--- config.mk ---
export PLATFORM = sky130hd
export DESIGN_NAME = amcs_top
export DESIGN_NICKNAME = d
export VERILOG_FILES = /design/src/rtl/amcs_sync.v /design/src/rtl/amcs_pwm.v /design/src/rtl/amcs_top.v
export VERILOG_INCLUDE_DIRS = /design/src /design/src/rtl
export SDC_FILE = /design/constraint.sdc
export NUM_CORES = 1
export LEC_CHECK = 0
export BUFFER_PORTS_ARGS = -buffer_cell sky130_fd_sc_hd__buf_2
export CORE_MARGIN = 10
export CORE_UTILIZATION = 38
export CTS_CLUSTER_DIAMETER = 100
export DETAILED_ROUTE_END_ITERATION = 16
export PLACE_DENSITY = 0.7
export REMOVE_ABC_BUFFERS = 1
export SETUP_SLACK_MARGIN = 0.02
export SLEW_MARGIN = 30
export SYNTH_ARGS = -nofsm -noshare
export SYNTH_HDL_FRONTEND = slang
export SYNTH_SLANG_ARGS = --single-unit
--- constraint.sdc ---
create_clock -name pclk -period 3.88 [get_ports pclk]
set_clock_uncertainty 0.2 [all_clocks]
set_input_delay 0.194 -clock pclk [delete_from_list [all_inputs] [get_ports pclk]]
set_output_delay 0.194 -clock pclk [all_outputs]
set_load 0.05 [all_outputs]
--- src/rtl/amcs_consts.vh ---
// constants for the amplifier mode and clock select block
`ifndef AMCS_CONSTS_VH
`define AMCS_CONSTS_VH

// register byte offsets
`define AMCS_ADDR_CTRL 12'h000
`define AMCS_ADDR_STRAP 12'h004
`define AMCS_ADDR_STATUS 12'h008
`define AMCS_ADDR_PWM 12'h00C

// control register fields
`define AMCS_CTRL_ACTIVE 0
`define AMCS_CTRL_MUTE 1

// strap register fields
`define AMCS_STRAP_ADS_RES 0
`define AMCS_STRAP_OSC_RES 1

// status register fields
`define AMCS_STAT_MODE_LSB 0
`define AMCS_STAT_MODE_MSB 2
`define AMCS_STAT_BUSMODE 3
`define AMCS_STAT_MASTER 4
`define AMCS_STAT_ON 5
`define AMCS_STAT_MUTEPIN 6

// operating states
`define AMCS_ST_OFF 3'h0
`define AMCS_ST_STANDBY 3'h1
`define AMCS_ST_MUTE 3'h2
`define AMCS_ST_OPER 3'h3
`define AMCS_ST_WAIT 3'h4

// pwm counter: last count of the 256-tick period, half for idle duty
`define AMCS_PWM_W 8
`define AMCS_PWM_PERIOD 8'hFF
`define AMCS_PWM_HALF 8'h80
`define AMCS_PWM_RESET 8'h80

// master clock divider: toggle every this many pclk cycles
`define AMCS_DIV_W 4
`define AMCS_DIV_HALF 4'h4

`endif

--- src/rtl/amcs_sync.v ---
// two flip-flop level synchroniser
`timescale 1ns/1ns
`default_nettype none
`include "amcs_consts.vh"
module amcs_sync (
    // clock and reset
    input wire pclk,
    input wire presetn,
    // level in and out
    input wire d,
    output reg q_ff
);
reg meta_ff;
always @(posedge pclk or negedge presetn) begin
    if (!presetn) begin
        meta_ff <= 1'h0;
        q_ff <= 1'h0;
    end else begin
        meta_ff <= d;
        q_ff <= meta_ff;
    end
end
endmodule
`default_nettype wire

--- src/rtl/amcs_pwm.v ---
// pwm modulator for one bridge, switched at the oscillator tick
`timescale 1ns/1ns
`default_nettype none
`include "amcs_consts.vh"
module amcs_pwm (
    // clock and reset
    input wire pclk,
    input wire presetn,
    // oscillator tick and control
    input wire osc_tick,
    input wire run,
    input wire mute,
    input wire [7:0] level,
    // bridge output
    output reg pwm_ff
);
reg [7:0] cnt_ff;
wire [7:0] nxt_cnt;
wire [7:0] duty;
assign nxt_cnt = (cnt_ff == `AMCS_PWM_PERIOD) ? 8'h00 : cnt_ff + 8'h01;
// mute forces idle half duty instead of audio
assign duty = mute ? `AMCS_PWM_HALF : level;
always @(posedge pclk or negedge presetn) begin
    if (!presetn) begin
        cnt_ff <= 8'h00;
        pwm_ff <= 1'h0;
    end else if (!run) begin
        cnt_ff <= 8'h00;
        pwm_ff <= 1'h0;
    end else if (osc_tick) begin
        cnt_ff <= nxt_cnt;
        pwm_ff <= (cnt_ff < duty);
    end
end
endmodule
`default_nettype wire

--- src/rtl/amcs_top.v ---
// amplifier mode controller and clock master/slave select with apb registers
//
// Notes on behaviour
// - chip-on low: amplifier off but master clock still driven, every bus write ignored.
// - resistor on address-select pin: bus-controlled mode.
// - address-select pin grounded: pin-controlled mode.
// - bus mode, chip on: wait idle until bus commands arrive; standby instead while mute-select is low.
// - pin mode comes up muted by default.
// - mute: bridges switch at half duty, audio suppressed.
// - pin mode, chip on: mute-select high gives operating, low gives mute.
// - bus mode: bits and mute-select pick operating, mute or standby.
// - output is pwm switched at the oscillator clock.
// - oscillator-setting resistor: master, drive own clock out.
// - oscillator-setting grounded: slave, switch from external clock.
`timescale 1ns/1ns
`default_nettype none
`include "amcs_consts.vh"
module amcs_top (
    // apb clock and reset
    input wire pclk,
    input wire presetn,
    // apb slave
    input wire psel,
    input wire penable,
    input wire pwrite,
    input wire [11:0] paddr,
    input wire [31:0] pwdata,
    output reg [31:0] prdata_ff,
    output reg pready_ff,
    output reg pslverr_ff,
    // mode pins
    input wire chip_on_pin,
    input wire mute_select_pin,
    input wire bus_address_select_pin,
    input wire oscillator_setting_pin,
    // oscillator clock pin, three signals
    input wire oscillator_clock_pin_i,
    output reg oscillator_clock_pin_o_ff,
    output reg oscillator_clock_pin_oe_ff,
    // audio levels and bridge outputs
    input wire [7:0] audio_ch1,
    input wire [7:0] audio_ch2,
    output reg out_ch1_ff,
    output reg out_ch2_ff,
    // state outputs
    output reg [2:0] amp_state_ff
);
// strap pins: high means a resistor is fitted, low means shorted to ground
wire chip_on_s;
wire mute_sel_s;
wire ads_s;
wire osc_s;
wire ext_clk_s;

amcs_sync u_sync_on (.pclk(pclk), .presetn(presetn), .d(chip_on_pin), .q_ff(chip_on_s));
amcs_sync u_sync_mute (.pclk(pclk), .presetn(presetn), .d(mute_select_pin), .q_ff(mute_sel_s));
amcs_sync u_sync_ads (.pclk(pclk), .presetn(presetn), .d(bus_address_select_pin),
    .q_ff(ads_s));
amcs_sync u_sync_osc (.pclk(pclk), .presetn(presetn), .d(oscillator_setting_pin),
    .q_ff(osc_s));
amcs_sync u_sync_clk (.pclk(pclk), .presetn(presetn), .d(oscillator_clock_pin_i),
    .q_ff(ext_clk_s));

// straps are caught once after reset release, never under reset itself
// two settle flops: the strap syncs show the pin only from the second edge
reg strap_done_ff;
reg strap_wait_ff;
reg strap_settle_ff;
reg bus_mode_ff;
reg master_ff;
always @(posedge pclk or negedge presetn) begin
    if (!presetn) begin
        strap_wait_ff <= 1'h0;
        strap_settle_ff <= 1'h0;
        strap_done_ff <= 1'h0;
        bus_mode_ff <= 1'h0;
        master_ff <= 1'h0;
    end else begin
        strap_wait_ff <= 1'h1;
        strap_settle_ff <= strap_wait_ff;
        if (strap_settle_ff && !strap_done_ff) begin
            strap_done_ff <= 1'h1;
            bus_mode_ff <= ads_s;
            master_ff <= osc_s;
        end
    end
end

// control register, written only while the chip is on
reg amp_active_bit_ff;
reg mute_request_bit_ff;
reg [7:0] pwm_level_ff;
wire wr_en;
wire rd_en;
wire addr_ok;
assign wr_en = psel && penable && pwrite && pready_ff;
assign rd_en = psel && penable && !pwrite && pready_ff;
assign addr_ok = (paddr == `AMCS_ADDR_CTRL) || (paddr == `AMCS_ADDR_STRAP) ||
    (paddr == `AMCS_ADDR_STATUS) || (paddr == `AMCS_ADDR_PWM);
always @(posedge pclk or negedge presetn) begin
    if (!presetn) begin
        amp_active_bit_ff <= 1'h0;
        mute_request_bit_ff <= 1'h0;
        pwm_level_ff <= `AMCS_PWM_RESET;
    end else if (!chip_on_s) begin
        amp_active_bit_ff <= 1'h0;
        mute_request_bit_ff <= 1'h0;
    end else if (wr_en && bus_mode_ff && paddr == `AMCS_ADDR_CTRL) begin
        amp_active_bit_ff <= pwdata[`AMCS_CTRL_ACTIVE];
        mute_request_bit_ff <= pwdata[`AMCS_CTRL_MUTE];
    end else if (wr_en && paddr == `AMCS_ADDR_PWM) begin
        pwm_level_ff <= pwdata[`AMCS_PWM_W-1:0];
    end
end

// mode decode
reg [2:0] nxt_state;
always @* begin
    nxt_state = `AMCS_ST_OFF;
    if (!strap_done_ff || !chip_on_s) begin
        nxt_state = `AMCS_ST_OFF;
    end else if (!bus_mode_ff) begin
        nxt_state = mute_sel_s ? `AMCS_ST_OPER : `AMCS_ST_MUTE;
    end else begin
        if (amp_active_bit_ff && mute_sel_s && !mute_request_bit_ff) begin
            nxt_state = `AMCS_ST_OPER;
        end else if (amp_active_bit_ff && !mute_sel_s && mute_request_bit_ff) begin
            nxt_state = `AMCS_ST_MUTE;
        end else if (!amp_active_bit_ff && !mute_sel_s) begin
            nxt_state = `AMCS_ST_STANDBY;
        end else begin
            nxt_state = `AMCS_ST_WAIT;
        end
    end
end

always @(posedge pclk or negedge presetn) begin
    if (!presetn) begin
        amp_state_ff <= `AMCS_ST_OFF;
    end else begin
        amp_state_ff <= nxt_state;
    end
end

// oscillator: master divides pclk, slave edge-detects the synced pin
reg [3:0] div_ff;
reg int_clk_ff;
reg ext_prev_ff;
wire osc_tick;
always @(posedge pclk or negedge presetn) begin
    if (!presetn) begin
        div_ff <= 4'h0;
        int_clk_ff <= 1'h0;
        ext_prev_ff <= 1'h0;
    end else begin
        ext_prev_ff <= ext_clk_s;
        if (div_ff == `AMCS_DIV_HALF - 4'h1) begin
            div_ff <= 4'h0;
            int_clk_ff <= ~int_clk_ff;
        end else begin
            div_ff <= div_ff + 4'h1;
        end
    end
end
// slave ticks on external rising edge
assign osc_tick = master_ff ? (div_ff == `AMCS_DIV_HALF - 4'h1 && !int_clk_ff) :
    (ext_clk_s && !ext_prev_ff);

// only one master on the shared pin
always @(posedge pclk or negedge presetn) begin
    if (!presetn) begin
        oscillator_clock_pin_o_ff <= 1'h0;
        oscillator_clock_pin_oe_ff <= 1'h0;
    end else begin
        oscillator_clock_pin_o_ff <= int_clk_ff;
        oscillator_clock_pin_oe_ff <= master_ff && strap_done_ff;
    end
end

// bridges run in mute and operating only; mute forces half duty
wire run;
wire mute;
wire [2*`AMCS_PWM_W-1:0] levels;
wire [1:0] pwm;
assign run = (amp_state_ff == `AMCS_ST_OPER) || (amp_state_ff == `AMCS_ST_MUTE);
assign mute = (amp_state_ff == `AMCS_ST_MUTE);
assign levels = {audio_ch2, audio_ch1};
// one modulator per channel, both on the shared oscillator tick
genvar ch;
generate
    for (ch = 0; ch < 2; ch = ch + 1) begin : g_ch
        amcs_pwm u_amcs_pwm (
            .pclk(pclk),
            .presetn(presetn),
            .osc_tick(osc_tick),
            .run(run),
            .mute(mute),
            .level(levels[ch*`AMCS_PWM_W +: `AMCS_PWM_W]),
            .pwm_ff(pwm[ch])
        );
    end
endgenerate
always @(posedge pclk or negedge presetn) begin
    if (!presetn) begin
        out_ch1_ff <= 1'h0;
        out_ch2_ff <= 1'h0;
    end else begin
        out_ch1_ff <= pwm[0];
        out_ch2_ff <= pwm[1];
    end
end

// apb: one wait state so every access takes setup plus two cycles
reg [31:0] nxt_rdata;
always @* begin
    nxt_rdata = 32'h00000000;
    case (paddr)
        `AMCS_ADDR_CTRL: begin
            nxt_rdata[`AMCS_CTRL_ACTIVE] = amp_active_bit_ff;
            nxt_rdata[`AMCS_CTRL_MUTE] = mute_request_bit_ff;
        end
        `AMCS_ADDR_STRAP: begin
            nxt_rdata[`AMCS_STRAP_ADS_RES] = bus_mode_ff;
            nxt_rdata[`AMCS_STRAP_OSC_RES] = master_ff;
        end
        `AMCS_ADDR_STATUS: begin
            nxt_rdata[`AMCS_STAT_MODE_MSB:`AMCS_STAT_MODE_LSB] = amp_state_ff;
            nxt_rdata[`AMCS_STAT_BUSMODE] = bus_mode_ff;
            nxt_rdata[`AMCS_STAT_MASTER] = master_ff;
            nxt_rdata[`AMCS_STAT_ON] = chip_on_s;
            nxt_rdata[`AMCS_STAT_MUTEPIN] = mute_sel_s;
        end
        `AMCS_ADDR_PWM: begin
            nxt_rdata[`AMCS_PWM_W-1:0] = pwm_level_ff;
        end
        default: begin
            nxt_rdata = 32'h00000000;
        end
    endcase
end

always @(posedge pclk or negedge presetn) begin
    if (!presetn) begin
        pready_ff <= 1'h0;
        pslverr_ff <= 1'h0;
        prdata_ff <= 32'h00000000;
    end else begin
        pready_ff <= psel && penable && !pready_ff;
        pslverr_ff <= psel && penable && !pready_ff && !addr_ok;
        if (psel && penable && !pready_ff && !pwrite) begin
            prdata_ff <= nxt_rdata;
        end else if (rd_en) begin
            prdata_ff <= 32'h00000000;
        end
    end
end
endmodule
`default_nettype wire

==> run summary, run 1 <==
Via density: 5.02
DRC violations left: 0
TritonCTS clock tree: done
worst-margin pin slew: 0.789 ns
Crit path largest cell delay: 0.57 ns
# rows: 34
Crit path top cell by count: nor2_1
arrival time worst endpoint: 2.85 ns
Remaining Overflow, GRT: 0
RSZ-0062 raised after global routing: false
met3 Usage GRT: 4.30%
CP required: 3.93 ns
dpl hpwl: 5500 um
number of setup violations in the final report: 0
Synth async-reset ratio: 100%
hold slack: 0.0397 ns
clock-pin slew on the worst setup and hold paths: 0.07 ns
Clk Latency, worst-skew pair: 0.34 ns
final setup margin: 1.09 ns
CP Class: register to register
Final Instance Count excl. Fillers: 509
H-tree Lvls: 3
DP Cell Count: 477
GP Congestion: 0.852
Worst Setup SP: amp_state_ff[2]
Setup Buffers After CTS: 0
Hold Path Class: input port to register
Fin. Hold Viols: 0
reg-to-reg startpoint: amp_state_ff[2]
DRT iter0 DRCs: 141
Leak: 0.00197 uW
GR peak layer: met2
syn avg cell area: 10.5 um2
mapped cell area: 3350 um2
Post-DRT Antenna Nets: 0
Crit Reg-Reg Endpoint: g_ch[1].u_amcs_pwm.pwm_ff
met2 GRT Util: 18.6%
core area: 8640 um2
all-layer global routing usage: 11.2%
post-synthesis cell count: 319
number of port buffers: 62
EDFF count, synth: 0
largest net degree at the start of global routing: 39
# fillers: 791
Max Slew Vio Count: 0
Syn. warnings: 0
Pre-antenna DRT Iters: 4
vias in the first global route: 2604
initial core utilization: 38.8%
die span in x: 114 um
die area: 13000 um2
via count: 2555
Multi-input gate area: 1530 um2
share of layout cells above drive strength 1: 24.4%
kind of cell adding the most delay to the critical path: simple AND/OR/NAND/NOR gates
fmax: 358 MHz
initial antenna violation count: 0
pre-CTS setup slack: 1.12 ns
Max Root-Sink Buffers: 2
number of I/O pins: 111
Reg area: 1650 um2
synthesis-stage register bit count: 66
top_reg_cell synth: dfrtp_1
PD cells: 392 nW/um2
# hold bufs at CTS: 16
sequential area share after synthesis: 49.3%
area grow syn2layout: 20.3%
Worst Setup Start Kind: register
global-route wire length before repair: 12100 um
Buf/Inv on CP: 0
final WL: 7320 um
Period Utilization, post-route: 72.0%
wire length per cell: 14.4 um
nets: 483
Setup crit end: g_ch[1].u_amcs_pwm.pwm_ff
final setup TNS: 0 ns
Worst slew margin: 47.4%
post_cts resized: 0
clock root cell: clkbuf_8
clk sink count: 66
worst vdd ir: 192 uV
Distinct cells, synth: 48
n_diodes: 0
Tmin final: 2.79 ns
Levels on crit path: 8
reg2reg setup slack: 1.09 ns
die height: 114 um
Inserted Clock Buffers: 9
grt met1 use: 12.8%
worst path cell trace: nand2b_1 -> nor2_1 -> nor2_1 -> ha_1 -> nand4_1 -> o21ai_0 -> or4_1 -> a21oi_1
r2r worst-path depth: 8
MaxCap Viol Count: 0
outcome: completed
crit path max fanout: 17
Power Total: 1580 uW
slowest cell on the critical path: nand2b_1
endpoint class of the critical path: register
## worst min path at each step
stage | startpoint | cells past startpoint | end
after global placement | presetn | 1 | out_ch2_ff
after floorplan | presetn | 0 | amp_active_bit_ff
after CTS | paddr[2] | 3 | prdata_ff[7]
after global routing | paddr[2] | 3 | prdata_ff[7]
final | paddr[2] | 3 | prdata_ff[7]
after detailed placement | presetn | 1 | g_ch[1].u_amcs_pwm.cnt_ff[6]
## synth_stat cells, types with 4 or more instances
cell | number | area (um2)
inv_1 | 6 | 22.5
dfrtp_1 | 65 | 1630
clkbuf_1 | 7 | 26.3
nand4_1 | 6 | 37.5
o21ai_0 | 13 | 65.1
nand3_1 | 11 | 55.1
mux2_2 | 12 | 135
o31ai_1 | 4 | 30.0
or4_1 | 4 | 30.0
a22o_1 | 4 | 35.0
buf_4 | 25 | 188
a21oi_1 | 20 | 100
nor2_1 | 17 | 63.8
and3_1 | 5 | 31.3
mux2i_1 | 5 | 50.1
ha_1 | 17 | 213
nor2b_1 | 5 | 31.3
nand2_1 | 37 | 139
o22ai_1 | 5 | 31.3
## cell usage in the layout (no fill, tap or decap), types with 3 or more instances in the layout
cell and instances:
a21oi_1 20, a22o_1 4, a31oi_1 3, a32o_1 3
and2_1 3, and3_1 5, buf_2 62, clkbuf_8 10
conb_1 25, dfrtp_1 65, dlygate4sd3_1 16, ha_1 17
inv_1 6, mux2_2 12, mux2i_1 5, nand2_1 37
nand2b_1 3, nand3_1 11, nand4_1 6, nor2_1 17
nor2b_1 5, nor3_1 3, o21ai_0 13, o22ai_1 5
o31ai_1 4, or3_1 3, or4_1 4
## flip-flops by register name, summed over array words and instances, names as in the netlist, 2 cells and up
register and cells:
prdata_ff 8, g_ch.u_amcs_pwm.cnt_ff 16, div_ff 4, g_ch.u_amcs_pwm.pwm_ff 2, amp_state_ff 3, pwm_level_ff 8
## metrics by stage
step           cell area [um2]  util (%)
6_report                  4030      46.7
5_1_grt                   4030      46.7
4_1_cts                   4030      46.7
3_5_place_dp              3650      42.3
3_3_place_gp              3650      42.3
2_1_floorplan             3200         -
## cell type report
| class | instances | share of cell area [%] |
|---|---|---|
| inverter | 6 | 0.558 |
| sequential | 66 | 41.0 |
| clock inverter | 4 | 1.86 |
| multi-input combinational | 234 | 37.8 |
| timing repair buffer | 79 | 11.8 |
| tap | 108 | 3.35 |
| clock buffer | 12 | 3.60 |
## cell families (layout without fill, tap and decap cells)
| kind of cell | Yosys count | after routing | share of synthesized area [%] |
|---|---|---|---|
| and+or+nand+nor | 108 | 108 | 16.9 |
| DFF | 66 | 66 | 49.3 |
| muxes | 19 | 19 | 6.86 |
| AOI/OAI and AO/OA | 61 | 61 | 11.6 |
| buffers and inverters | 42 | 101 | 7.83 |
| xor gates and xnor gates | 4 | 4 | 1.04 |
| other | 2 | 25 | 0.224 |
| adders and majority gates | 17 | 17 | 6.34 |
## per-layer routing
| layer | vias up | part of all wire, % |
|---|---|---|
| met5 | - | 0 |
| met4 | 0 | 2.0 |
| met3 | 15 | 7.6 |
| met2 | 88 | 48 |
| met1 | 1204 | 42 |
| li1 | 1248 | - |
## power by group
part	internal, uW	total (uW)	leakage, uW	switching (uW)
clock network	380	641	0.000103	261
registers	708	726	0.000867	18.5
logic	66.5	216	0.000997	150
## tightest hold or removal path: cells and delay by family
family,cells,cell delay (ns)
AO/OA/AOI/OAI,1,0.07
buffers and inverters,1,0.19
AND/OR/NAND/NOR,1,0.08
Note: power is estimated with default switching activity, not from simulation.
==> run 2, diff against run 1 <==
- PLACE_DENSITY: 0.7 -> 0.72
- clock period: 3.88 -> 2.5 ns (I/O delays scaled with it)
==> run 2 against run 1 <==
Compared with the run above:
- sequential share of layout area fell by 0.96 points
- setup slack got worse by 0.96 ns
- non-clock buffer count rose by 10
- flip-flop and latch count did not move
- register-to-register slack got worse by 0.96 ns
- clock power rose by 52%
- critical endpoint unchanged
- largest cell class unchanged
- highest routed layer unchanged
==> run summary, run 2 (synthesis gave the netlist of run 1 again) <==
GP Congestion: 0.821
die span in x: 114 um
reg-to-reg startpoint: amp_state_ff[2]
clk sink count: 66
via count: 2595
clock-pin slew on the worst setup and hold paths: 0.07 ns
Worst slew margin: 65.2%
number of port buffers: 62
CP required: 2.57 ns
DRC violations left: 0
Largest register FFs: 16
Tmin final: 2.37 ns
H-tree Lvls: 3
# rows: 34
number of I/O pins: 111
final setup margin: 0.130 ns
core area: 8640 um2
Largest Register: g_ch.u_amcs_pwm.cnt_ff
TritonCTS clock tree: done
area grow syn2layout: 23.1%
Period Utilization, post-route: 94.8%
CP Class: register to register
all-layer global routing usage: 11.8%
nets: 493
Leak: 0.00203 uW
crit path max fanout: 7
clock share of power: 39.6%
fmax: 422 MHz
reg2reg setup slack: 0.13 ns
Post-DRT Antenna Nets: 0
wire length per cell: 14.7 um
Fin. Hold Viols: 0
PD cells: 597 nW/um2
largest net degree at the start of global routing: 67
Power Total: 2460 uW
Remaining Overflow, GRT: 0
most common cell after layout, fill and taps aside: dfrtp_1
clock root cell: clkbuf_8
RSZ-0062 raised after global routing: false
number of setup violations in the final report: 0
share of layout cells above drive strength 1: 26.3%
Max Root-Sink Buffers: 2
MaxCap Viol Count: 0
final WL: 7620 um
sw power: 658 uW
Crit Reg-Reg Endpoint: g_ch[1].u_amcs_pwm.pwm_ff
pre-CTS setup slack: -0.0354 ns
Internal: 1810 uW
arrival time worst endpoint: 2.44 ns
most frequent cells in the layout: dfrtp_1 (65), buf_2 (62), nand2_1 (37)
Pre-antenna DRT Iters: 4
Setup crit end: g_ch[1].u_amcs_pwm.pwm_ff
final setup TNS: 0 ns
Final Instance Count excl. Fillers: 519
Setup Buffers After CTS: 0
worst-margin pin slew: 0.521 ns
die height: 114 um
Inserted Clock Buffers: 9
Worst Setup Start Kind: register
sequential share of power: 45.5%
r2r worst-path depth: 7
biggest regs: g_ch.u_amcs_pwm.cnt_ff x16, prdata_ff x8, pwm_level_ff x8
initial antenna violation count: 0
n_diodes: 0
Hold Path Class: input port to register
DRT iter0 DRCs: 150
Max Slew Vio Count: 0
global-route wire length before repair: 12600 um
outcome: completed
endpoint class of the critical path: register
Sw Ratio: 26.7%
vias in the first global route: 2658
Clk Latency, worst-skew pair: 0.34 ns
combinational fraction of design power: 14.9%
die area: 13000 um2
Via density: 5.00
DP Cell Count: 485
initial core utilization: 38.8%
dpl hpwl: 5630 um
Worst Setup SP: amp_state_ff[2]
worst vdd ir: 288 uV
## run 2: cell types whose count changed in the layout (fill, tap and decap cells not counted)
cell,change
buf_12,+1
buf_4,+7
clkbuf_1,-1
clkinv_2,+2
clkinvlp_4,-1
dlygate4sd3_1,+2
nor2_1,-1
nor2_2,+1
or3b_2,-1
or3b_4,+1
## run 2: timing repair
item,in CTS,in global routing
pin swaps,0,1
endpoints found under the setup margin,1,1
resized for setup,1,1
hold buffers,18,0
hold endpoints to repair,84,0
## run 2: through the flow
step	instance area [um2]	util [%]	hold slack, ns
2_1_floorplan	3200	-	-0.371
3_3_place_gp	3730	43.1	-0.0329
3_5_place_dp	3730	43.1	-0.0316
4_1_cts	4130	47.8	0.0284
5_1_grt	4130	47.8	0.0621
6_report	4130	47.8	0.0470
## run 2: worst max-delay path, cell delays in order, from the launching register on
cell and delay (ns):
dfrtp_1 0.43, or3b_4 0.44, nand2_1 0.10, ha_1 0.25, nand4_1 0.14, o21ai_0 0.10
or4_1 0.51, a21oi_1 0.14
## run 2: worst min-delay path by stage
stage | startpoint | endpoint | slack (ns) | cells after the start
finish | pwrite | prdata_ff[1] | 0.05 | 3
global route | pwrite | prdata_ff[0] | 0.06 | 3
CTS | pwrite | prdata_ff[1] | 0.03 | 3
detailed placement | presetn | g_ch[0].u_amcs_pwm.cnt_ff[2] | -0.03 | 2
global placement | presetn | out_ch2_ff | -0.03 | 2
floorplan | presetn | amp_active_bit_ff | -0.37 | 0
## run 2: area by class of cell
type / count / area [um2]
Timing Repair Buffer: 89 / 571
Sequential cell: 66 / 1650
Clock inverter: 5 / 77.6
Fill cell: 782 / 4510
Multi-Input combinational cell: 234 / 1530
Tap cell: 108 / 135
Clock buffer: 11 / 141
Inverter: 6 / 22.5
## run 2: power by group through the flow
stage               combinational, uW  clock, uW  sequential [uW]
global route                      402       1050             1130
finish                            366        976             1120
global placement                  336          0             1140
CTS                               367       1000             1120
floorplan                         185          0             1170
detailed placement                343          0             1140
## run 2: routing by layer
layer / global-route usage [%] / up-vias / part of all wire [%]
met5: 0 / - / 0
met3: 3.83 / 11 / 5.8
met1: 13.5 / 1250 / 41
li1: - / 1266 / -
met4: 4.26 / 0 / 1.4
met2: 20.1 / 68 / 52
==> run 3, diff against run 2 <==
- CELL_PAD_IN_SITES_DETAIL_PLACEMENT: default -> 1
- CELL_PAD_IN_SITES_GLOBAL_PLACEMENT: default -> 1
- CORE_UTILIZATION: 38 -> 35
- PLACE_DENSITY: 0.72 -> 0.84
==> run 3 against run 2 <==
Compared with the run above:
- global-route usage increased by 2.1 points
- via count increased by 5.9%
- register-to-register slack improved by 0.02 ns
- power increased by 2.6%
- largest power group unchanged
- sequential power about the same
- first-iteration DRC count increased by 0.67%
- count of clock-buffer cells in the layout decreased by 2
- highest routed layer unchanged
==> run summary, run 3 (synthesis gave the netlist of run 1 again) <==
TritonCTS clock tree: done
number of I/O pins: 111
MaxCap Viol Count: 0
RSZ-0062 raised after global routing: false
PD cells: 607 nW/um2
CP Class: register to register
nets: 495
global-route wire length before repair: 15700 um
Final Instance Count excl. Fillers: 542
crit path max fanout: 6
Largest Register: g_ch.u_amcs_pwm.cnt_ff
final WL: 9680 um
post-layout util: 44.9%
Pre-antenna DRT Iters: 4
DP Cell Count: 506
CP required: 2.59 ns
number of port buffers: 62
# rows: 35
# fillers: 1070
Fin. Hold Viols: 0
wire length per cell: 17.9 um
most frequent cells in the layout: dfrtp_1 (65), buf_2 (62), nand2_1 (37)
worst vdd ir: 297 uV
reg2reg setup slack: 0.15 ns
worst-margin pin slew: 0.851 ns
via count: 2749
Remaining Overflow, GRT: 0
hold slack: 0.0757 ns
share of layout cells above drive strength 1: 26.9%
arrival time worst endpoint: 2.44 ns
die span in x: 118 um
core area: 9280 um2
Inserted Clock Buffers: 9
vias in the first global route: 3031
die area: 13900 um2
fmax: 425 MHz
largest net degree at the start of global routing: 67
initial antenna violation count: 0
Worst slew margin: 43.2%
clk sink count: 66
Max Slew Vio Count: 0
biggest regs: g_ch.u_amcs_pwm.cnt_ff x16, prdata_ff x8, pwm_level_ff x8
Clk Latency, worst-skew pair: 0.35 ns
Tmin final: 2.35 ns
H-tree Lvls: 3
Via density: 5.07
Max Root-Sink Buffers: 2
Largest register FFs: 16
die height: 118 um
Hold Path Class: input port to register
all-layer global routing usage: 13.9%
DRT iter0 DRCs: 151
Post-Place Cell Area: 3740 um2
Period Utilization, post-route: 94.0%
DRC violations left: 0
Post-DRT Antenna Nets: 0
post-route cell area: 4170 um2
dpl hpwl: 6660 um
Leak: 0.00204 uW
endpoint class of the critical path: register
initial core utilization: 36.1%
Worst Setup Start Kind: register
most common cell after layout, fill and taps aside: dfrtp_1
n_diodes: 0
clock root cell: clkbuf_8
outcome: completed
number of setup violations in the final report: 0
area grow syn2layout: 24.3%
Power Total: 2530 uW
GP Congestion: 0.879
clock-pin slew on the worst setup and hold paths: 0.09 ns
==> run 3: cell types whose count changed in the layout (fill, tap and decap cells not counted), sizes merged <==
cell | before | now
buf | 71 | 72
inv | 6 | 8
clkinvlp | 1 | 0
dlygate4sd3 | 18 | 19
clkbuf | 11 | 9
clkinv | 2 | 3
==> run 3: area by class of cell <==
class,instances,area (um2),area share (%)
Inverter,6,22.5,0.540
Clock inverter,7,100,2.40
Timing Repair Buffer,91,576,13.8
Clock buffer,9,124,2.97
Sequential cell,66,1650,39.6
Multi-Input combinational cell,234,1530,36.8
Tap cell,129,161,3.87
==> run 3: power by group <==
part | switching [uW] | internal [uW]
Combinational | 259 | 123
Sequential | 24.8 | 1100
Clock | 454 | 570
==> run 3: path summary, 6_finish.rpt <==
path	startpoint	to	cells after the start
setup / recovery	amp_state_ff[2]	g_ch[1].u_amcs_pwm.pwm_ff	7
hold / removal	paddr[10]	mute_request_bit_ff	5
setup reg to reg	amp_state_ff[2]	g_ch[1].u_amcs_pwm.pwm_ff	7
hold reg to reg	u_sync_mute.meta_ff	u_sync_mute.q_ff	0
max in group asynchronous	presetn	g_ch[0].u_amcs_pwm.cnt_ff[4]	3
min in group asynchronous	presetn	pslverr_ff	3
==> run 3: per-stage QoR <==
step	setup WS [ns]	setup TNS, ns
2_1_floorplan	-0.178	-0.178
3_3_place_gp	0.0551	0
3_5_place_dp	-0.00701	-0.00701
4_1_cts	0.0878	0
5_1_grt	0.0222	0
6_report	0.149	0
==> run 3: layer usage <==
layer  part of all wire [%]  wire, um  track usage (%)  up-vias
li1                       -         -                -     1275
met3                    5.3       515             4.41       17
met2                     52      5030             24.2       76
met5                      0         0                0        -
met1                     41      3950             15.4     1381
met4                    1.9       187             5.10        0
==> run 3: repair_timing <==
| item | in CTS | in global routing |
|---|---|---|
| gates cloned | 0 | 0 |
| gates resized for setup | 1 | 2 |
| pin swaps | 0 | 2 |
| endpoints found under the hold margin | 84 | 0 |
| hold buffers | 19 | 0 |
| buffers inserted | 0 | 1 |
| setup endpoints to repair | 1 | 1 |
==> run 3: worst max-delay path, cell delays in order, from the launching register on <==
cell	delay, ns
dfrtp_1	0.42
or3b_4	0.43
nand2_1	0.10
ha_1	0.24
nand4_1	0.14
o21ai_0	0.11
or4_1	0.53
a21oi_2	0.12
